<file path="src/rtl/ssp_pkg.sv">
// shared constants and types of the smart switch pwm control core
package ssp_pkg;
  // channel counts and widths
  localparam int NCH = 5;
  localparam int NDI = 4;
  localparam int CNT_W = 8;
  localparam int DUTY_W = 9;
  // duty scale: 0 off, 256 fully on
  localparam logic [8:0] DUTY_OFF = 9'h000;
  localparam logic [8:0] DUTY_FULL = 9'h100;
  // shortest pulse or gap the output stage can shape, in steps
  localparam logic [8:0] SKIP_MIN = 9'h004;
  localparam logic [7:0] CNT_LAST = 8'hff;
  localparam logic [7:0] HALF_PER = 8'h80;
  // phase offsets in period steps
  localparam logic [7:0] PH_OFS_0 = 8'h00;
  localparam logic [7:0] PH_OFS_90 = 8'h40;
  localparam logic [7:0] PH_OFS_180 = 8'h80;
  localparam logic [7:0] PH_OFS_270 = 8'hc0;
  // watchdog timeouts
  localparam int CLK_KHZ = 250000;
  localparam int WD_SHORT_MS = 32;
  localparam int WD_LONG_MS = 128;
  localparam int WD_SHORT_CYC = WD_SHORT_MS * CLK_KHZ;
  localparam int WD_LONG_CYC = WD_LONG_MS * CLK_KHZ;
  localparam int WD_CNT_W = 25;
  // overtemperature warning thresholds in degrees c
  localparam logic [7:0] OT_LOW_C = 8'h73;
  localparam logic [7:0] OT_HIGH_C = 8'h87;
  // readback address that single-read mode falls back to
  localparam logic [3:0] RB_QUICK = 4'h0;
  // ballast support channel masks
  localparam logic [4:0] BAL_MASK_ALL = 5'h1f;
  localparam logic [4:0] BAL_MASK_CH3 = 5'h04;
  localparam logic [4:0] BAL_MASK_CH34 = 5'h0c;
  localparam logic [4:0] BAL_MASK_NONE = 5'h00;
  typedef enum logic [0:0] {
    MODE_NORMAL = 1'b0,
    MODE_FAIL = 1'b1
  } ssp_mode_t;
  typedef enum logic [1:0] {
    SYNC_OFF = 2'b00,
    SYNC_VALID = 2'b01,
    SYNC_TRIG0 = 2'b10,
    SYNC_TRIG_HALF = 2'b11
  } ssp_sync_t;
  typedef enum logic [2:0] {
    FB_CH1 = 3'b000,
    FB_CH2 = 3'b001,
    FB_CH3 = 3'b010,
    FB_CH4 = 3'b011,
    FB_CH5 = 3'b100,
    FB_VBAT = 3'b101,
    FB_TEMP = 3'b110
  } ssp_fb_t;
  typedef enum logic [1:0] {
    BAL_ALL = 2'b00,
    BAL_CH3 = 2'b01,
    BAL_CH34 = 2'b10,
    BAL_NONE = 2'b11
  } ssp_bal_t;
  typedef enum logic [1:0] {
    OCW_DEFAULT = 2'b00,
    OCW_THERMAL = 2'b01,
    OCW_TRANSIENT = 2'b10,
    OCW_BOTH = 2'b11
  } ssp_ocw_t;
endpackage

</file>
<file path="src/rtl/ssp_sync2.sv">
// two-flop synchroniser for pin inputs
`timescale 1ns/1ps
module ssp_sync2 #(
  parameter int W = 1
) (
  // clock and reset
  input wire logic i_mclk,
  input wire logic i_rst,
  // asynchronous inputs and their synchronised copy
  input wire logic [W-1:0] i_d,
  output logic [W-1:0] o_q
);
  logic [W-1:0] s1_r;
  logic [W-1:0] s2_r;

  // first stage feeds only the second
  always_ff @(posedge i_mclk) begin
    if (i_rst) begin
      s1_r <= '0;
      s2_r <= '0;
    end else begin
      s1_r <= i_d;
      s2_r <= s1_r;
    end
  end

  assign o_q = s2_r;
endmodule

</file>
<file path="src/rtl/ssp_chan.sv">
// one pwm output channel: phase, applied duty and pulse skipping
`timescale 1ns/1ps
module ssp_chan (
  // clock and reset
  input wire logic i_mclk,
  input wire logic i_rst,
  input wire logic i_clr,
  // period timing
  input wire logic i_tick,
  input wire logic [ssp_pkg::CNT_W-1:0] i_base,
  // channel setup
  input wire logic [1:0] i_phase,
  input wire logic [ssp_pkg::DUTY_W-1:0] i_duty,
  input wire logic i_skip_en,
  // channel state
  output logic o_on,
  output logic [ssp_pkg::CNT_W-1:0] o_cnt,
  output logic [ssp_pkg::DUTY_W-1:0] o_duty
);
  import ssp_pkg::*;

  logic [CNT_W-1:0] cnt_r, cnt_nxt, ofs;
  logic [DUTY_W-1:0] duty_r, duty_nxt, acc_r, acc_nxt, gap, sum;
  logic on_r, on_nxt, pstart;

  // duty is taken only at the channel's own period start, so a new
  // value never cuts a running pulse short
  always_comb begin
    // phase offset
    unique case (i_phase)
      2'b00: ofs = PH_OFS_0;
      2'b01: ofs = PH_OFS_90;
      2'b10: ofs = PH_OFS_180;
      2'b11: ofs = PH_OFS_270;
    endcase
    cnt_nxt = i_base + ofs;
    pstart = i_tick && (cnt_r == CNT_LAST);
    gap = DUTY_FULL - i_duty;
    sum = DUTY_OFF;
    duty_nxt = duty_r;
    acc_nxt = acc_r;
    if (pstart) begin
      // skip pulses near 0 percent
      if (i_skip_en && i_duty != DUTY_OFF && i_duty < SKIP_MIN) begin
        sum = acc_r + i_duty;
        duty_nxt = (sum >= SKIP_MIN) ? SKIP_MIN : DUTY_OFF;
        acc_nxt = (sum >= SKIP_MIN) ? sum - SKIP_MIN : sum;
      // skip gaps near 100 percent
      end else if (i_skip_en && i_duty < DUTY_FULL && gap < SKIP_MIN)
      begin
        sum = acc_r + gap;
        duty_nxt = (sum >= SKIP_MIN) ? DUTY_FULL - SKIP_MIN : DUTY_FULL;
        acc_nxt = (sum >= SKIP_MIN) ? sum - SKIP_MIN : sum;
      end else begin
        duty_nxt = i_duty;
        acc_nxt = DUTY_OFF;
      end
    end
    // on while count below duty
    on_nxt = ({1'b0, cnt_r} < duty_r);
    if (i_clr) begin
      duty_nxt = DUTY_OFF;
      acc_nxt = DUTY_OFF;
      on_nxt = 1'b0;
    end
  end

  // channel registers
  always_ff @(posedge i_mclk) begin
    if (i_rst) begin
      cnt_r <= PH_OFS_0;
      duty_r <= DUTY_OFF;
      acc_r <= DUTY_OFF;
      on_r <= 1'b0;
    end else begin
      cnt_r <= cnt_nxt;
      duty_r <= duty_nxt;
      acc_r <= acc_nxt;
      on_r <= on_nxt;
    end
  end

  assign o_on = on_r;
  assign o_cnt = cnt_r;
  assign o_duty = duty_r;
endmodule

</file>
<file path="src/rtl/ssp_core.sv">
// digital control core of a five-channel high-side switch
// Contract
// parallel topology: shared lines, separate selects
// daisy chain: data out feeds next, one select
// pin low sleeps; high initialises and enables
// reference clock divided by 256 per period
// toggle bit must invert each message
// watchdog timeout selectable 32 ms or 128 ms
// communication error switches to fail mode
// fail: direct inputs drive; normal: pwm duty
// sync strobe off high; valid low when valid
// trigger-0: low once valid, high until period
// trigger-half: low from sense pulse middle
// feedback selector with seven sources
// single-read: selection used once, then quick
// all-reads: selection kept until reprogrammed
// overtemperature warning threshold 115 or 135
// ballast support channel mask, four selections
// inrush window level mode, four settings
// global duty replaces only the duty
// per channel phase offset, four choices
// pulse skipping interpolates near 0 and 100
// duty 0 off, 256 fully on
// on while phase counter below applied duty
`timescale 1ns/1ps
module ssp_core #(
  parameter int WD_SHORT_CYCLES = ssp_pkg::WD_SHORT_CYC,
  parameter int WD_LONG_CYCLES = ssp_pkg::WD_LONG_CYC
) (
  // clock and reset
  input wire logic i_mclk,
  input wire logic i_rst,
  // device pins
  input wire logic i_reset_sleep_pin_n,
  input wire logic i_ref_clk,
  input wire logic i_direct_input_1,
  input wire logic i_direct_input_2,
  input wire logic i_direct_input_3,
  input wire logic i_direct_input_4,
  // message framing from the serial front end
  input wire logic i_msg_stb,
  input wire logic i_watchdog_toggle_bit,
  input wire logic i_rb_wr,
  input wire logic [3:0] i_rb_sel,
  input wire logic i_rb_rd,
  // configuration
  input wire logic i_wd_long,
  input wire logic i_readback_persistence_mode,
  input wire logic [ssp_pkg::NCH-1:0] i_out_en,
  input wire logic [ssp_pkg::NCH-1:0] i_glob_sel,
  input wire logic [ssp_pkg::DUTY_W-1:0] i_glob_duty,
  input wire logic [ssp_pkg::NCH*ssp_pkg::DUTY_W-1:0] i_duty,
  input wire logic [2*ssp_pkg::NCH-1:0] i_phase,
  input wire logic [ssp_pkg::NCH-1:0] i_skip_en,
  input wire logic [2:0] i_fb_sel,
  input wire logic [1:0] i_sync_mode,
  input wire logic i_ot_high,
  input wire logic [7:0] i_die_temp,
  input wire logic [1:0] i_ballast_startup_support,
  input wire logic [1:0] i_inrush_overcurrent_window,
  // outputs and status
  output logic [ssp_pkg::NCH-1:0] o_out,
  output logic o_fail_mode,
  output logic o_spi_fault,
  output logic o_sleep,
  output logic [2:0] o_sense_feedback_sel,
  output logic o_sense_sync_strobe_n,
  output logic [3:0] o_rb_addr,
  output logic o_ot_warn,
  output logic [ssp_pkg::NCH-1:0] o_ballast_en,
  output logic o_ocw_temp_dep,
  output logic o_ocw_volt_dep
);
  import ssp_pkg::*;

  logic [5:0] pin_s;
  logic [NDI-1:0] di_s;
  logic ref_s, rst_pin_s;
  logic ref_d_r, ref_d_nxt, asleep_r, asleep_nxt, tick, pstart;
  logic [CNT_W-1:0] base_r, base_nxt;
  ssp_mode_t mode_r, mode_nxt;
  logic fault_r, fault_nxt, wd_last_r, wd_last_nxt;
  logic [WD_CNT_W-1:0] wd_cnt_r, wd_cnt_nxt, wd_lim;
  logic [3:0] rb_r, rb_nxt;
  logic [NCH-1:0] out_r, out_nxt, bal_r, bal_nxt, on_w;
  ssp_fb_t fb_r, fb_nxt;
  logic ot_r, ot_nxt, ocw_t_r, ocw_t_nxt, ocw_v_r, ocw_v_nxt;
  logic valid, half, is_ch;
  logic [2:0] sel;
  logic valid_d_r, armed_r, armed_nxt, sync_r, sync_nxt;
  logic [CNT_W-1:0] cnt_w [NCH];
  logic [DUTY_W-1:0] duty_w [NCH];

  // all pins pass two flops before use
  ssp_sync2 #(.W(6)) u_sync (
    .i_mclk(i_mclk),
    .i_rst(i_rst),
    .i_d({i_ref_clk, i_reset_sleep_pin_n, i_direct_input_4,
          i_direct_input_3, i_direct_input_2, i_direct_input_1}),
    .o_q(pin_s)
  );
  assign ref_s = pin_s[5];
  assign rst_pin_s = pin_s[4];
  assign di_s = pin_s[3:0];

  // reference edge, period counter and sleep
  always_comb begin
    tick = ref_s && !ref_d_r;
    ref_d_nxt = ref_s;
    // sleep while pin low
    asleep_nxt = !rst_pin_s;
    // divide reference by 256
    base_nxt = tick ? base_r + 8'h01 : base_r;
    pstart = tick && (base_r == CNT_LAST);
    if (asleep_r) begin
      base_nxt = CNT_LAST;
    end
  end

  always_ff @(posedge i_mclk) begin
    if (i_rst) begin
      ref_d_r <= 1'b0;
      asleep_r <= 1'b1;
      base_r <= CNT_LAST;
    end else begin
      ref_d_r <= ref_d_nxt;
      asleep_r <= asleep_nxt;
      base_r <= base_nxt;
    end
  end

  // pwm channels; global duty swaps only the duty source
  for (genvar g = 0; g < NCH; g++) begin : g_ch
    logic [DUTY_W-1:0] duty_sel;
    // global duty selection
    assign duty_sel = i_glob_sel[g] ? i_glob_duty
                                    : i_duty[g*DUTY_W +: DUTY_W];
    ssp_chan u_chan (
      .i_mclk(i_mclk),
      .i_rst(i_rst),
      .i_clr(asleep_r),
      .i_tick(tick),
      .i_base(base_r),
      .i_phase(i_phase[2*g +: 2]),
      .i_duty(duty_sel),
      .i_skip_en(i_skip_en[g]),
      .o_on(on_w[g]),
      .o_cnt(cnt_w[g]),
      .o_duty(duty_w[g])
    );
  end

  // watchdog and operating mode; fault holds until sleep
  always_comb begin
    // short or long timeout
    wd_lim = i_wd_long ? WD_CNT_W'(WD_LONG_CYCLES - 1)
                       : WD_CNT_W'(WD_SHORT_CYCLES - 1);
    mode_nxt = mode_r;
    fault_nxt = fault_r;
    wd_last_nxt = wd_last_r;
    wd_cnt_nxt = wd_cnt_r;
    if (asleep_r) begin
      mode_nxt = MODE_NORMAL;
      fault_nxt = 1'b0;
      wd_last_nxt = 1'b0;
      wd_cnt_nxt = '0;
    end else begin
      unique case (mode_r)
        MODE_NORMAL: begin
          if (i_msg_stb) begin
            // missing toggle is a fault
            if (i_watchdog_toggle_bit == wd_last_r) begin
              fault_nxt = 1'b1;
              mode_nxt = MODE_FAIL;
            end
            wd_last_nxt = i_watchdog_toggle_bit;
            wd_cnt_nxt = '0;
          // timeout expiry is a fault
          end else if (wd_cnt_r >= wd_lim) begin
            fault_nxt = 1'b1;
            mode_nxt = MODE_FAIL;
          end else begin
            wd_cnt_nxt = wd_cnt_r + 1'b1;
          end
        end
        MODE_FAIL: begin
          wd_cnt_nxt = '0;
        end
      endcase
    end
  end

  always_ff @(posedge i_mclk) begin
    if (i_rst) begin
      mode_r <= MODE_NORMAL;
      fault_r <= 1'b0;
      wd_last_r <= 1'b0;
      wd_cnt_r <= '0;
    end else begin
      mode_r <= mode_nxt;
      fault_r <= fault_nxt;
      wd_last_r <= wd_last_nxt;
      wd_cnt_r <= wd_cnt_nxt;
    end
  end

  // readback address; a new selection beats a same-cycle read
  always_comb begin
    rb_nxt = rb_r;
    if (asleep_r) begin
      rb_nxt = RB_QUICK;
    end else if (i_rb_wr) begin
      rb_nxt = i_rb_sel;
    // persistence after a read
    end else if (i_rb_rd && !i_readback_persistence_mode) begin
      rb_nxt = RB_QUICK;
    end
  end

  always_ff @(posedge i_mclk) begin
    if (i_rst) begin
      rb_r <= RB_QUICK;
    end else begin
      rb_r <= rb_nxt;
    end
  end

  // outputs, feedback selection and protection settings
  always_comb begin
    out_nxt = '0;
    if (!asleep_r) begin
      // fail: direct pins, normal: pwm
      if (mode_r == MODE_FAIL) begin
        out_nxt = {1'b0, di_s};
      end else begin
        out_nxt = i_out_en & on_w;
      end
    end
    // illegal code keeps the last source
    fb_nxt = fb_r;
    if (i_fb_sel <= FB_TEMP) begin
      fb_nxt = ssp_fb_t'(i_fb_sel);
    end
    // warning only, outputs untouched
    ot_nxt = i_die_temp > (i_ot_high ? OT_HIGH_C : OT_LOW_C);
    // ballast support mask
    unique case (ssp_bal_t'(i_ballast_startup_support))
      BAL_ALL: bal_nxt = BAL_MASK_ALL;
      BAL_CH3: bal_nxt = BAL_MASK_CH3;
      BAL_CH34: bal_nxt = BAL_MASK_CH34;
      BAL_NONE: bal_nxt = BAL_MASK_NONE;
    endcase
    // inrush window level mode
    ocw_t_nxt = (i_inrush_overcurrent_window == OCW_THERMAL) ||
                (i_inrush_overcurrent_window == OCW_BOTH);
    ocw_v_nxt = (i_inrush_overcurrent_window == OCW_TRANSIENT) ||
                (i_inrush_overcurrent_window == OCW_BOTH);
    if (asleep_r) begin
      fb_nxt = FB_CH1;
      ot_nxt = 1'b0;
      bal_nxt = BAL_MASK_NONE;
      ocw_t_nxt = 1'b0;
      ocw_v_nxt = 1'b0;
    end
  end

  always_ff @(posedge i_mclk) begin
    if (i_rst) begin
      out_r <= '0;
      fb_r <= FB_CH1;
      ot_r <= 1'b0;
      bal_r <= BAL_MASK_NONE;
      ocw_t_r <= 1'b0;
      ocw_v_r <= 1'b0;
    end else begin
      out_r <= out_nxt;
      fb_r <= fb_nxt;
      ot_r <= ot_nxt;
      bal_r <= bal_nxt;
      ocw_t_r <= ocw_t_nxt;
      ocw_v_r <= ocw_v_nxt;
    end
  end

  // sense validity and sync strobe; sensing works only in normal
  // mode, and supply or temperature sources count as always valid
  always_comb begin
    is_ch = fb_r <= FB_CH5;
    sel = is_ch ? fb_r : FB_CH1;
    valid = !asleep_r && mode_r == MODE_NORMAL && (!is_ch || on_w[sel]);
    half = is_ch ? ({1'b0, cnt_w[sel]} >= (duty_w[sel] >> 1))
                 : (base_r >= HALF_PER);
    // arm at period start, disarm as valid ends
    armed_nxt = armed_r;
    if (pstart || asleep_r) begin
      armed_nxt = 1'b1;
    end else if (valid_d_r && !valid) begin
      armed_nxt = 1'b0;
    end
    unique case (ssp_sync_t'(i_sync_mode))
      // off high, valid low
      SYNC_OFF: sync_nxt = 1'b1;
      SYNC_VALID: sync_nxt = !valid;
      // first valid window only
      SYNC_TRIG0: sync_nxt = !(valid && armed_r);
      // second half of sense pulse
      SYNC_TRIG_HALF: sync_nxt = !(valid && half);
    endcase
  end

  always_ff @(posedge i_mclk) begin
    if (i_rst) begin
      valid_d_r <= 1'b0;
      armed_r <= 1'b1;
      sync_r <= 1'b1;
    end else begin
      valid_d_r <= valid;
      armed_r <= armed_nxt;
      sync_r <= sync_nxt;
    end
  end

  assign o_out = out_r;
  assign o_fail_mode = (mode_r == MODE_FAIL);
  assign o_spi_fault = fault_r;
  assign o_sleep = asleep_r;
  assign o_sense_feedback_sel = fb_r;
  assign o_sense_sync_strobe_n = sync_r;
  assign o_rb_addr = rb_r;
  assign o_ot_warn = ot_r;
  assign o_ballast_en = bal_r;
  assign o_ocw_temp_dep = ocw_t_r;
  assign o_ocw_volt_dep = ocw_v_r;
endmodule

</file>
<file path="config.mk">
export PLATFORM = sky130hd
export DESIGN_NAME = ssp_core
export DESIGN_NICKNAME = d
export VERILOG_FILES = /design/src/rtl/ssp_pkg.sv /design/src/rtl/ssp_sync2.sv /design/src/rtl/ssp_chan.sv /design/src/rtl/ssp_core.sv
export SDC_FILE = /design/constraint.sdc
export NUM_CORES = 1
export LEC_CHECK = 0
export BUFFER_PORTS_ARGS = -buffer_cell sky130_fd_sc_hd__buf_2
export CAP_MARGIN = 10
export CORE_ASPECT_RATIO = 0.7
export CORE_MARGIN = 2
export CORE_UTILIZATION = 55
export CTS_BUF_LIST = sky130_fd_sc_hd__clkbuf_4 sky130_fd_sc_hd__clkbuf_8 sky130_fd_sc_hd__clkbuf_16
export CTS_CLUSTER_SIZE = 12
export DETAILED_ROUTE_END_ITERATION = 8
export PLACE_DENSITY_LB_ADDON = 0.3
export SYNTH_ARGS = -nofsm -noshare
export SYNTH_HDL_FRONTEND = slang
export SYNTH_SLANG_ARGS = --single-unit
</file>
<file path="constraint.sdc">
create_clock -name i_mclk -period 5.2 [get_ports i_mclk]
set_clock_uncertainty 0.05 [all_clocks]
set_input_delay 0.26 -clock i_mclk [delete_from_list [all_inputs] [get_ports i_mclk]]
set_output_delay 0.26 -clock i_mclk [all_outputs]
set_load 0.1 [all_outputs]
</file>
Word-level counts from Yosys, hierarchy flattened
Cells that the tools add are included.
Widths: inputs -> output; s select.
{ "totals": {"elab_cells": 287, "regBits": 208, "latchBits": 0, "mem_bits_ro": 0, "input_bits": 115, "n_memories": 0, "mem_bits_rw": 0, "output_inout_bits": 24} }
{ "op_classes": {"order_cmp": 38, "bitwise": 3, "eq_ne": 33, "shift": 0, "add_sub_neg": 32, "n_div": 0, "mux": 77, "mul": 0, "reduce_logical": 64} }
{ "op_table": {"columns": ["cell", "n"], "rows": [
  ["$mux 9", 42],
  ["$pmux 8 s4", 5],
  ["$add 9x9->9", 10],
  ["$ge 9x3->1 const B", 10],
  ["$lt 9x3->1 const B", 10],
  ["$sub 9x3->9 const B", 10],
  ["$mux 25", 3],
  ["$pmux 25 s2", 1],
  ["$eq 8x8->1 const B", 6],
  ["$lt 8x9->1", 5],
  ["$lt 9x9->1 const B", 5],
  ["$reduce_bool 9->1", 5],
  ["$sub 9x9->9 const A", 5],
  ["$add 8x8->8", 5],
  ["$logic_and 1x1->1", 33],
  ["$eq 2x2->1 const B", 16],
  ["$bmux 9 s3", 1],
  ["$add 25x1->25 const B", 1],
  ["$ge 25x25->1", 1],
  ["$bmux 8 s3", 1],
  ["$mux 8", 3],
  ["$pmux 5 s4", 1],
  ["$mux 3", 6],
  ["$eq 2x1->1 const B", 8],
  ["25 further kinds", 54]
]} }

Longest topological paths before layout
Gate-level depths: netlist of the first run.
{ "depth": {"depth_word": 11, "mapped_depth": 19, "mapped_depth_nobuf": 16} }

Hierarchy
From an unflattened synthesis of the first run, not the netlist that was laid out.
{ "hier_totals": {"hier_cells": 2286, "area_unflattened_um2": 18275.0} }
{ "by_module_without_submodules": {"columns": ["module", "cells_per_inst", "area_per_inst_um2", "n_inst", "seq_area_each_um2"], "rows": [
  ["ssp_chan at g_ch[1].u_chan ...", 354, 2741.4, 3, 540.5],
  ["ssp_core", 490, 4149.0, 1, 1181.1],
  ["ssp_chan at g_ch[3].u_chan", 364, 2827.7, 1, 540.5],
  ["ssp_chan at g_ch[0].u_chan", 345, 2707.6, 1, 540.5],
  ["ssp_sync2", 25, 366.6, 1, 240.2]
]} }

Least setup slack after synthesis of the first run
OpenSTA, ideal clock, no wires.
{ "synth_path": {"path_kind": "input to register", "from": "input port i_glob_sel[3] in the netlist's numbering", "to": "register g_ch[3].u_chan.duty_r[2]", "cell_stages": 19, "setup_time_ps": 134, "t_arrival_ps": 3862, "setup_slack_ps": 1154, "path_buffers": 5, "path_cell_list": "buf_2 -> buf_6 -> mux2_2 -> inv_1 -> ha_1 -> clkbuf_1 -> o21ai_0 -> xnor2_1 -> ha_1 -> clkbuf_1 -> nor3b_1 -> nand3_1 -> mux2_2 -> a21boi_1 -> nand4b_1 -> and3_1 -> buf_2 -> a2111oi_2 -> a211oi_1"} }
{ "synth_via": {"elab_chain_cells": 7, "elab_cells_between_ends": 18, "cone_classes": "add/sub: 3; order compare: 5; mux: 5; reduce/logical: 5"} }
{ "synth_lines": {"columns": ["item", "line_no", "rtl"], "rows": [
  ["start: declaration", "ssp_core.sv:50", "input wire logic [ssp_pkg::NCH-1:0] i_glob_sel,"],
  ["$mux 9 (*)", "ssp_core.sv:136", "assign duty_sel = i_glob_sel[g] ? i_glob_duty"],
  ["$sub 9x9->9", "ssp_chan.sv:38", "gap = DUTY_FULL - i_duty;"],
  ["$add 9x9->9", "ssp_chan.sv:51", "sum = acc_r + gap;"],
  ["$ge 9x3->1", "ssp_chan.sv:52", "duty_nxt = (sum >= SKIP_MIN) ? DUTY_FULL - SKIP_MIN : DUTY_FULL;"],
  ["$mux 9", "ssp_chan.sv:52", null],
  ["$mux 9", "ssp_chan.sv:49", "end else if (i_skip_en && i_duty < DUTY_FULL && gap < SKIP_MIN)"],
  ["$mux 9 (*)", "ssp_chan.sv:44", "if (i_skip_en && i_duty != DUTY_OFF && i_duty < SKIP_MIN) begin"],
  ["end signal: assignment", "ssp_chan.sv:77", "duty_r <= duty_nxt;"],
  ["end: declaration", "ssp_chan.sv:23", "logic [DUTY_W-1:0] duty_r, duty_nxt, acc_r, acc_nxt, gap, sum;"]
]} }
Mark *: on every way between the ends. The rest lies on a longest branch, timed or not.
A chain may end at the register's enable or synchronous reset.

Final worst setup path of the first run
{ "layout_path": {"from": "input port i_glob_sel[4] in the netlist's numbering", "to": "register g_ch[4].u_chan.duty_r[3]"} }
{ "layout_via": {"elab_chain_cells": 7, "elab_cells_between_ends": 15, "cone_classes": "add/sub: 2; order compare: 4; mux: 4; reduce/logical: 5"} }
{ "layout_lines": {"columns": ["item", "line_no"], "rows": [
  ["$mux 9 (*)", "ssp_core.sv:136"],
  ["$sub 9x9->9", "ssp_chan.sv:38"],
  ["$add 9x9->9", "ssp_chan.sv:51"],
  ["$ge 9x3->1", "ssp_chan.sv:52"],
  ["$mux 9", "ssp_chan.sv:52"],
  ["$mux 9", "ssp_chan.sv:49"],
  ["$mux 9 (*)", "ssp_chan.sv:44"],
  ["end signal: assignment", "ssp_chan.sv:77"],
  ["end: declaration", "ssp_chan.sv:23"]
]} }
Marks and branches as above.

==> results.txt, run 1 <==
----------------------------------------------------
[Yosys]
  Synthesized area per cell ... 7.86 µm²
  Sequential area share after synthesis ... 21.7%
  Synth Area in Simple Gates ... 22.5%
  Post-Synthesis Cells ... 2137
  Dominant combinational cell family by area after synthesis ... compound AO/OA/AOI/OAI gates
  Warnings from Yosys ... 0
  Number of library cell types mapped by synthesis ... 99
  Post-synthesis register bit count ... 182
  Synth Area in XOR/XNOR ... 7.71%
  Number of flops mapped to enable cells by yosys ... 0
  Synth Cell Area ... 16800 µm²
  Compound-gate portion of the synthesized area ... 23.8%
  Net count of the mapped netlist ... 2436
  Primary FF master, synth ... dfxtp_1
  Multiplexer fraction of the synthesized cell area ... 4.03%
  Ys async rst share ... 0%
  Adder and majority cell fraction of the synthesized area ... 14.1%

[Global routing]
  Grt total ovfl ... 0
  Number of antenna violations at the first check in global routing ... 1
  Wire length of the first global-routing pass ... 81.6 mm
  Maximum number of pins on one net before global-route repair ... 55
  Global routing usage summed across all routing layers ... 32.2%
  Vias in the first global route ... 15200

[Detailed routing]
  Post-Route WL ... 51.6 mm
  # DRC ... 0
  Highest Signal Layer ... met4
  Via-to-Cell Ratio ... 6.30
  Met2 wire length ... 20.7 mm
  Iter 0 DRT Violations ... 1640
  Number of detailed-route iterations in the first pass ... 7
  DR WL/cell ... 19.5 µm
  Number of routed nets with antenna violations ... 0
  Total number of vias ... 16700
  Met3 WL ... 5.55 mm
  Met1 wire length ... 24.4 mm

[Placed design]
  Placer Congestion ... 0.993
  Count of port buffers added during placement ... 138
  Worst-case setup slack after placement ... 0.729 ns
  Placed Cells ... 2595
  Detailed-placement wirelength estimate ... 39.9 mm

[Power and ir drop]
  Switching power share of the total ... 32.8%
  Worst ir drop on vdd ... 0.000217 V
  Part of the power in combinational logic ... 23.9%
  Total power after layout ... 3.61 mW
  Clock group share of total power ... 36.6%
  Share of power burned in registers ... 39.5%
  Pint ... 2.43 mW
  Leakage power summed over all cells ... 7.60 nW
  Power density cells ... 196 nW/µm²
  Switch Pwr ... 1.19 mW

[STA]
  Unrepaired setup endpoints after global routing ... no
  Final setup violation count ... 0
  Final Critical Period ... 4.14 ns
  Period utilisation layout ... 79.6%
  Slew headroom ... 26.1%
  Final worst setup slack ... 1.06 ns
  Achievable clock frequency ... 241 MHz
  Final setup TNS ... 0 ns
  Actual slew at the worst max-slew pin ... 1.10 ns
  Final-report hold violation count ... 0
  Max Transition Viols Final ... 0

[Worst setup path]
  Number of buffers and inverters on the critical path ... 1
  CP Data Required Time ... 5.47 ns
  Worst Setup End Kind ... flip-flop
  Maximum cell stage delay along the critical path ... 0.50 ns
  Start-to-end type of the worst setup path ... in2reg
  Worst setup SP type ... input pin
  Maximum fanout encountered on the critical timing path ... 17
  Delay-heaviest family, CP ... simple AND/OR/NAND/NOR gates
  Cell Chain, Critical Path ... buf_2 > mux2i_1 > ha_1 > and2_1 > nand2_1 > xnor2_1 > ha_1 > and2_1 > a32oi_1 > a22oi_1 > nor4_1 > nand4_1 > nor3b_4 > a31oi_1 > a21oi_1
  Crit-path slowest cell ... nor4_1
  Setup slack of the worst register-to-register path ... 1.47 ns
  Endpoint arrival time on the critical path ... 4.41 ns

[Flow run]
  Total of max-cap violations ... 0

[Clock network]
  Later-pin clock latency in the skew report ... 0.46 ns
  CTS Root Buffer Type ... clkbuf_16
  Number of H-tree levels ... 4
  TritonCTS Buffers ... 17
  TritonCTS clock tree ... done
  Number of gates resized after CTS ... 0
  Clock sinks ... 182
  Clock transition at the registers of the reported paths ... 0.07 ns
  Maximum count of clock buffers along a single path ... 2

[Floorplanning]
  Die Height ... 150 µm
  FP Rows ... 53
  Initial core utilization ... 55.9%
  Count of pins on the block boundary ... 139
  Die width ... 213 µm
  Die footprint ... 32000 µm²
  Core Area ... 30000 µm²

[Status]
  Result of the run ... complete, no violations

[Hold path]
  Min-delay worst type ... in2reg

[Cells and area]
  Antenna fix cells ... 0
  # nets final ... 2521
  Post-route insts no fill ... 2646
  Share of final-layout standard cells stronger than drive strength 1 ... 11.4%
  Leading cell type in the layout, fill and taps excluded ... dfxtp_1
  Area growth syn-to-layout ... 9.58%
  Commonest cells after routing, fill and taps aside ... 182 x dfxtp_1, 174 x ha_1, 167 x nor2_1

----------------------------------------------------
## metal layers
layer | up-vias | GRT usage (%)
li1 | 8002 | -
met1 | 7782 | 48.4
met2 | 814 | 45.9
met3 | 70 | 7.09
met4 | 0 | 8.18
met5 | - | 0
## cell usage after synthesis, types with 21 or more instances
master      n  share of area [%]
nand2_1   117                2.6
nand3_1    59                1.8
a21oi_1   158                4.7
clkbuf_1   78                1.7
inv_1     138                3.1
xnor2_1   105                5.5
ha_1      174                 13
nor3b_1    22               0.98
mux2i_1    39                2.3
nand2b_1   33                1.2
a31oi_1    33                1.2
a221oi_1   24                1.3
nor2b_1    44                1.6
dfxtp_1   182                 22
xor2_1     43                2.2
o21a_1     22               0.98
a211oi_1   22               0.98
a21o_1     49                2.2
nor3_1     74                2.2
nand4_1    27                1.0
and3_1     28                1.0
o21ai_0   124                3.7
or3_1      21               0.78
nor2_1    168                3.8
## power by group through the flow
stage	clock, mW	sequential (mW)	combinational [mW]
after CTS	1.33	1.43	0.841
after floorplan	0	1.46	0.590
after detailed placement	0	1.46	0.824
final	1.32	1.43	0.863
after global placement	0	1.46	0.805
after global routing	1.39	1.43	0.943
## sequential cells by signal, summed over array words and instances (netlist names)
| name | flops |
|---|---|
| g_ch.u_chan.acc_r | 45 |
| g_ch.u_chan.o_duty | 45 |
| wd_cnt_r | 25 |
| g_ch.u_chan.o_cnt | 16 |
| base_r | 8 |
| u_sync.o_q | 6 |
| u_sync.s1_r | 6 |
| g_ch.u_chan.o_on | 5 |
| o_out | 5 |
| o_rb_addr | 4 |
| o_ballast_en | 3 |
| o_sense_feedback_sel | 3 |
| armed_r | 1 |
| o_fail_mode | 1 |
| o_ocw_temp_dep | 1 |
| o_ocw_volt_dep | 1 |
| o_ot_warn | 1 |
| o_sense_sync_strobe_n | 1 |
| o_sleep | 1 |
| o_spi_fault | 1 |
| ref_d_r | 1 |
| valid_d_r | 1 |
| wd_last_r | 1 |
## through the flow
stage / utilization (%) / hold WS [ns] / cell area (µm²)
4_1_cts: 61.3 / 0.0193 / 18400
3_5_place_dp: 58.7 / 0.329 / 17600
5_1_grt: 61.3 / 0.0380 / 18400
6_report: 61.3 / 0.0397 / 18400
3_3_place_gp: 58.7 / 0.306 / 17600
2_1_floorplan: - / 0.282 / 16800
## logic make-up (layout without fill, tap and decap cells)
family	after synthesis	in the layout
buffers and inverters	249	346
flip-flops	182	182
XOR/XNOR	148	148
multiplexers	61	61
adder cells (fa/ha/maj)	184	184
AO/OA/AOI/OAI	604	604
AND/OR/NAND/NOR	709	709
## repair_timing
item	in CTS	in global routing
hold buffers	20	0
hold endpoints to repair	18	0
setup buffers	0	0
## path summary, 6_finish.rpt
check                     startpoint                       end  depth (start not counted)
min reg2reg            u_sync.o_q[4]                   o_sleep                          1
min                      i_rb_sel[2]              o_rb_addr[2]                          3
max                    i_glob_sel[4]  g_ch[4].u_chan.o_duty[3]                         15
max reg2reg  g_ch[2].u_chan.acc_r[0]   g_ch[2].u_chan.acc_r[3]                         14
## tightest hold or removal path, stage by stage
cell,delay [ns]
buf_2,0.08
a21oi_1,0.07
nor2_1,0.10
## layout make-up
cell class | instances | area [µm²]
Clock buffer | 18 | 433
Clock inverter | 13 | 138
Fill cell | 2634 | 11600
Inverter | 142 | 533
Multi-Input combinational cell | 1706 | 12200
Sequential cell | 182 | 3640
Tap cell | 412 | 515
Timing Repair Buffer | 173 | 1000
Power figures use the tool's default switching activity.
==> run 2: changes to the inputs <==
==> constraint.sdc (replaced) <==
create_clock -name i_mclk -period 3.7 [get_ports i_mclk]
set_clock_uncertainty 0.05 [all_clocks]
set_input_delay 0.185 -clock i_mclk [delete_from_list [all_inputs] [get_ports i_mclk]]
set_output_delay 0.185 -clock i_mclk [all_outputs]
set_load 0.1 [all_outputs]
==> results.txt, run 2 (synthesis gave the netlist of run 1 again) <==
----------------------------------------------------
[Clock network]
  Clock sinks ... 182 (unchanged)
  Number of H-tree levels ... 4 (unchanged)
  Later-pin clock latency in the skew report ... 0.48 ns (was 0.46 ns)
  Number of hold buffers added after CTS ... 27 (was 20)
  TritonCTS clock tree ... done (unchanged)
  CTS Root Buffer Type ... clkbuf_16 (unchanged)
  Clock transition at the registers of the reported paths ... 0.07 ns (about the same)
  Post-CTS Repair Setup Buffers ... 0 (unchanged)
  TritonCTS Buffers ... 17 (unchanged)
  Number of gates resized after CTS ... 0 (unchanged)
  Maximum count of clock buffers along a single path ... 2 (unchanged)

[Detailed routing]
  Post-Route WL ... 54.0 mm (was 51.6 mm)
  Number of detailed-route iterations in the first pass ... 6 (was 7)
  # DRC ... 0 (unchanged)
  Via-to-Cell Ratio ... 6.17 (was 6.30)
  Number of routed nets with antenna violations ... 0 (unchanged)
  Total number of vias ... 17400 (was 16700)
  Iter 0 DRT Violations ... 1670 (was 1640)
  DR WL/cell ... 19.2 µm (was 19.5 µm)

[Placed design]
  Detailed-placement wirelength estimate ... 41.8 mm (was 39.9 mm)
  Count of port buffers added during placement ... 138 (unchanged)
  Worst-case setup slack after placement ... -0.132 ns (was 0.729 ns)
  Placement Cell Area ... 19000 µm² (was 17600 µm²)
  Placer Congestion ... 1.04 (was 0.993)

[STA]
  Slew headroom ... 44.3% (was 26.1%)
  Period utilisation layout ... 92.5%
  Max Transition Viols Final ... 0 (unchanged)
  Final Critical Period ... 3.42 ns
  Unrepaired setup endpoints after global routing ... no (unchanged)
  Final setup violation count ... 0 (unchanged)
  Achievable clock frequency ... 292 MHz
  Final-report hold violation count ... 0 (unchanged)
  Actual slew at the worst max-slew pin ... 0.825 ns (was 1.10 ns)
  Final worst setup slack ... 0.278 ns (was 1.06 ns)

[Cells and area]
  # nets final ... 2688 (was 2521)
  Number of fill cells in the layout ... 2540 (was 2634)
  Non-Filler Cell Area, Final ... 19800 µm² (was 18400 µm²)
  Area growth syn-to-layout ... 18.1% (was 9.58%)
  Leading cell type in the layout, fill and taps excluded ... dfxtp_1 (unchanged)
  Post-layout utilization of the core ... 66.1% (was 61.3%)
  Commonest cells after routing, fill and taps aside ... 181 x dfxtp_1, 173 x ha_1, 172 x buf_4 (was 182 x dfxtp_1, 174 x ha_1, 167 x nor2_1)
  Share of final-layout standard cells stronger than drive strength 1 ... 17.7% (was 11.4%)

[Worst setup path]
  Start-to-end type of the worst setup path ... in2reg (unchanged)
  Cell Chain, Critical Path ... buf_2 > buf_12 > nor3_1 > buf_4 > a21oi_1 > xnor2_1 > ha_1 > o21ai_1 > o21ai_0 > ha_1 > nor3b_1 > nor4b_2 > or3b_1 > or3b_1 > a31oi_1 (was buf_2 > mux2i_1 > ha_1 > and2_1 > nand2_1 > xnor2_1 > ha_1 > and2_1 > a32oi_1 > a22oi_1 > nor4_1 > nand4_1 > nor3b_4 > a31oi_1 > a21oi_1)
  Maximum fanout encountered on the critical timing path ... 6 (was 17)
  Worst Setup End Kind ... flip-flop (unchanged)
  Length in cells of the worst reg-to-reg path ... 15 (was 14)
  Maximum cell stage delay along the critical path ... 0.47 ns (was 0.50 ns)
  Endpoint arrival time on the critical path ... 3.76 ns (was 4.41 ns)
  Delay-heaviest family, CP ... simple AND/OR/NAND/NOR gates (unchanged)
  Worst setup SP type ... input pin (unchanged)
  Crit-path slowest cell ... or3b_1 (was nor4_1)
  Number of buffers and inverters on the critical path ... 3 (was 1)
  Path length in cells of the critical path ... 15 (unchanged)
  CP Data Required Time ... 4.04 ns (was 5.47 ns)

[Floorplanning]
  Die footprint ... 32000 µm² (unchanged)
  Core Area ... 30000 µm² (unchanged)
  FP Rows ... 53 (unchanged)
  Die width ... 213 µm (unchanged)
  Initial core utilization ... 55.9% (unchanged)
  Die Height ... 150 µm (unchanged)
  Count of pins on the block boundary ... 139 (unchanged)

[Global routing]
  Vias in the first global route ... 16000 (was 15200)
  Maximum number of pins on one net before global-route repair ... 37 (was 55)
  Grt total ovfl ... 0 (unchanged)
  Number of antenna violations at the first check in global routing ... 0 (was 1)
  Wire length of the first global-routing pass ... 84.5 mm (was 81.6 mm)
  Global routing usage summed across all routing layers ... 33.4% (was 32.2%)

[Power and ir drop]
  Leakage power summed over all cells ... 8.46 nW (was 7.60 nW)
  Power density cells ... 268 nW/µm² (was 196 nW/µm²)
  Worst ir drop on vdd ... 0.000259 V (was 0.000217 V)

[Hold path]
  Min-delay worst type ... in2reg (unchanged)
  Instance count along the most critical hold path ... 5 (was 3)

[Status]
  Result of the run ... complete, no violations (unchanged)

[Flow run]
  Total of max-cap violations ... 0 (unchanged)

----------------------------------------------------
[run 2: cell count changes in the layout (fill, tap and decap cells not counted), moves of 2 or more]
cell           previous run  this run
buf_12                    0         3
buf_4                    15       172
clkinv_8                  0         3
dlygate4sd3_1            20        27
inv_1                   138       136
inv_6                     3         1
mux2_2                   17        15
mux2_4                    1         3
[run 2: path summary, 6_finish.rpt]
| kind | end | slack, ns | from |
|---|---|---|---|
| hold / removal | o_out[2] | 0.01 | i_out_en[2] |
| hold reg to reg | o_sleep | 0.34 | u_sync.o_q[4] |
| setup / recovery | g_ch[1].u_chan.acc_r[7] | 0.28 | i_glob_duty[1] |
| setup reg to reg | g_ch[2].u_chan.acc_r[2] | 0.38 | g_ch[2].u_chan.acc_r[0] |
[run 2: layer usage]
layer / vias up / wire [µm] / part of all wire [%] / global-route usage (%)
met2: 812 / 22700 / 42 / 50.3
met4: 0 / 1370 / 2.5 / 10.1
met1: 8123 / 24500 / 45 / 47.5
met3: 104 / 5480 / 10 / 7.26
met5: - / 0 / 0 / 0
li1: 8337 / - / - / -
[run 2: where the power goes]
part / switching, mW / internal (mW) / leakage (nW)
Clock: 0.951 / 0.992 / 0.296
Sequential: 0.0296 / 1.98 / 1.47
Combinational: 0.776 / 0.604 / 6.69
Total: 1.76 / 3.57 / 8.46
[run 2: cell type report]
class	instances	area (µm²)	area share, %
multi-input cells	1706	12200	61.6
flip-flops and latches	182	3640	18.4
repair buffers	340	2310	11.6
inverters	142	536	2.70
well taps	412	515	2.60
clock buffers	18	439	2.21
clock inverters	14	181	0.914
diodes	1	2.50	0.0126
[run 2: through the flow]
| step | hold slack [ns] | setup TNS, ns | cells | power [mW] |
|---|---|---|---|---|
| finish | 0.0130 | 0 | 2815 | 5.33 |
| global route | 0.0352 | 0 | 2814 | 5.53 |
| CTS | 0.00120 | 0 | 2814 | 5.30 |
| detailed placement | 0.316 | -1.17 | 2755 | 3.36 |
| global placement | 0.312 | -0.283 | 2755 | 3.33 |
| floorplan | 0.207 | 0 | 2137 | 2.89 |
[run 2: worst register-to-register path, stage by stage, from the launching register on]
cell	delay [ns]
dfxtp_1	0.35
ha_1	0.24
inv_1	0.07
fa_1	0.41
nand2b_1	0.22
nand2_1	0.11
inv_1	0.05
ha_1	0.18
nand2_1	0.06
nor2_1	0.04
a2111oi_0	0.47
buf_4	0.20
o2111a_1	0.29
nor2_2	0.10
a221oi_1	0.29
nor2_1	0.09
==> run 3: changes to the inputs <==
==> constraint.sdc (replaced) <==
create_clock -name i_mclk -period 4.07 [get_ports i_mclk]
set_clock_uncertainty 0.05 [all_clocks]
set_input_delay 0.2035 -clock i_mclk [delete_from_list [all_inputs] [get_ports i_mclk]]
set_output_delay 0.2035 -clock i_mclk [all_outputs]
set_load 0.1 [all_outputs]
==> results.txt, run 3 (synthesis gave the netlist of run 1 again) <==
----------------------------------------------------
[Clock network]
  Clock sinks ... 182 (unchanged)
  TritonCTS Buffers ... 17 (unchanged)
  Number of gates resized after CTS ... 0 (unchanged)
  Clock transition at the registers of the reported paths ... 0.07 ns (about the same)
  TritonCTS clock tree ... done (unchanged)
  CTS Root Buffer Type ... clkbuf_16 (unchanged)
  Maximum count of clock buffers along a single path ... 2 (unchanged)
  Number of H-tree levels ... 4 (unchanged)
  Later-pin clock latency in the skew report ... 0.46 ns (was 0.48 ns)

[Worst setup path]
  Start-to-end type of the worst setup path ... in2reg (unchanged)
  Worst setup SP type ... input pin (unchanged)
  Setup slack of the worst register-to-register path ... 0.44 ns (was 0.38 ns)
  Maximum fanout encountered on the critical timing path ... 9 (was 6)
  Endpoint arrival time on the critical path ... 4.04 ns (was 3.76 ns)
  Worst Setup End Kind ... flip-flop (unchanged)
  CP Data Required Time ... 4.35 ns (was 4.04 ns)

[Detailed routing]
  DR WL/cell ... 19.3 µm (was 19.2 µm)
  Via-to-Cell Ratio ... 6.29 (was 6.17)
  Total number of vias ... 16900 (was 17400)
  Number of detailed-route iterations in the first pass ... 6 (unchanged)
  # DRC ... 0 (unchanged)
  Post-Route WL ... 51.8 mm (was 54.0 mm)
  Number of routed nets with antenna violations ... 0 (unchanged)
  Iter 0 DRT Violations ... 1863 (was 1670)

[Power and ir drop]
  Leakage power summed over all cells ... 7.84 nW (was 8.46 nW)
  Worst ir drop on vdd ... 0.000266 V (was 0.000259 V)
  Power density cells ... 247 nW/µm² (was 268 nW/µm²)

[STA]
  Period utilisation layout ... 92.3%
  Max Transition Viols Final ... 0 (unchanged)
  Final-report hold violation count ... 0 (unchanged)
  Actual slew at the worst max-slew pin ... 0.871 ns (was 0.825 ns)
  Unrepaired setup endpoints after global routing ... no (unchanged)
  Final Critical Period ... 3.75 ns
  Slew headroom ... 41.4% (was 44.3%)
  Final setup violation count ... 0 (unchanged)
  Achievable clock frequency ... 266 MHz
  Hold slack final ... 0.0204 ns (was 0.0130 ns)

[Status]
  Result of the run ... complete, no violations (unchanged)

[Global routing]
  Maximum number of pins on one net before global-route repair ... 41 (was 37)
  Number of antenna violations at the first check in global routing ... 0 (unchanged)
  Vias in the first global route ... 15300 (was 16000)
  Wire length of the first global-routing pass ... 80.6 mm (was 84.5 mm)
  Global routing usage summed across all routing layers ... 31.9% (was 33.4%)
  Grt total ovfl ... 0 (unchanged)

[Placed design]
  Detailed-placement wirelength estimate ... 40.8 mm (was 41.8 mm)
  Placer Congestion ... 0.981 (was 1.04)
  Placed Cells ... 2636 (was 2755)
  Count of port buffers added during placement ... 138 (unchanged)

[Cells and area]
  # nets final ... 2566 (was 2688)
  Post-route insts no fill ... 2692 (was 2815)
  Leading cell type in the layout, fill and taps excluded ... dfxtp_1 (unchanged)
  Number of fill cells in the layout ... 2657 (was 2540)
  Antenna fix cells ... 0 (was 1)
  Share of final-layout standard cells stronger than drive strength 1 ... 13.1% (was 17.7%)
  Area growth syn-to-layout ... 11.7% (was 18.1%)
  Commonest cells after routing, fill and taps aside ... 182 x dfxtp_1, 174 x ha_1, 167 x nor2_1 (was 181 x dfxtp_1, 173 x ha_1, 172 x buf_4)

[Floorplanning]
  Die footprint ... 32000 µm² (unchanged)
  Core Area ... 30000 µm² (unchanged)
  Count of pins on the block boundary ... 139 (unchanged)
  Initial core utilization ... 55.9% (unchanged)
  Die width ... 213 µm (unchanged)
  Die Height ... 150 µm (unchanged)
  FP Rows ... 53 (unchanged)

[Flow run]
  Total of max-cap violations ... 0 (unchanged)

[Hold path]
  Min-delay worst type ... in2reg (unchanged)

----------------------------------------------------
[run 3: timing repair]
| item | 4_1_cts | 5_1_grt |
|---|---|---|
| hold buffers | 22 | 0 |
| hold endpoints to repair | 20 | 0 |
| endpoints found under the setup margin | 0 | 1 |
| buffers inserted | 0 | 2 |
[run 3: where the power goes]
part,switching [mW],internal [mW]
Clock,0.844,0.840
Sequential,0.0236,1.80
Combinational,0.670,0.458
Total,1.54,3.10
[run 3: routing by layer]
metal	up-vias	wire [µm]	track usage [%]
met4	0	891	7.55
li1	8094	-	-
met1	7927	23900	46.0
met2	852	21000	46.9
met5	-	0	0
met3	67	6050	8.91
[run 3: worst max-delay path: stages]
cell and delay [ns]:
buf_2 0.21, mux2_2 0.39, inv_1 0.11, ha_1 0.21, nand3_1 0.17, xor2_1 0.26, ha_1 0.35, and3_1 0.22
a221oi_1 0.35, xnor2_1 0.17, nor4_2 0.37, nand4_1 0.24, nor3b_2 0.28, a221oi_1 0.40, nor2_1 0.11
[run 3: path summary, 6_finish.rpt]
| path | startpoint | endpoint | cells past startpoint |
|---|---|---|---|
| worst max-delay path | i_glob_sel[2] | g_ch[2].u_chan.acc_r[3] | 15 |
| worst min-delay path | i_phase[8] | g_ch[4].u_chan.o_cnt[6] | 3 |
| worst max register to register | g_ch[2].u_chan.acc_r[0] | g_ch[2].u_chan.acc_r[3] | 15 |
| worst min register to register | u_sync.o_q[4] | o_sleep | 1 |
[run 3: area by class of cell]
| cell class | count | area (µm²) | share of cell area [%] |
|---|---|---|---|
| Tap cell | 412 | 515 | 2.74 |
| Inverter | 142 | 533 | 2.84 |
| Multi-Input combinational cell | 1706 | 12200 | 64.7 |
| Timing Repair Buffer | 218 | 1350 | 7.17 |
| Clock buffer | 18 | 439 | 2.34 |
| Sequential cell | 182 | 3640 | 19.4 |
| Clock inverter | 14 | 153 | 0.813 |
[run 3: metrics by stage]
stage	setup WS [ns]	cell area, µm²	power, mW	utilization, %	setup TNS [ns]
CTS	0.323	18800	4.63	62.5	0
global route	0.0897	18800	4.82	62.5	0
global placement	0.130	18000	2.92	59.8	0
finish	0.315	18800	4.63	62.5	0
detailed placement	-0.0855	18000	2.94	59.8	-0.170
floorplan	0.0810	16800	2.62	-	0
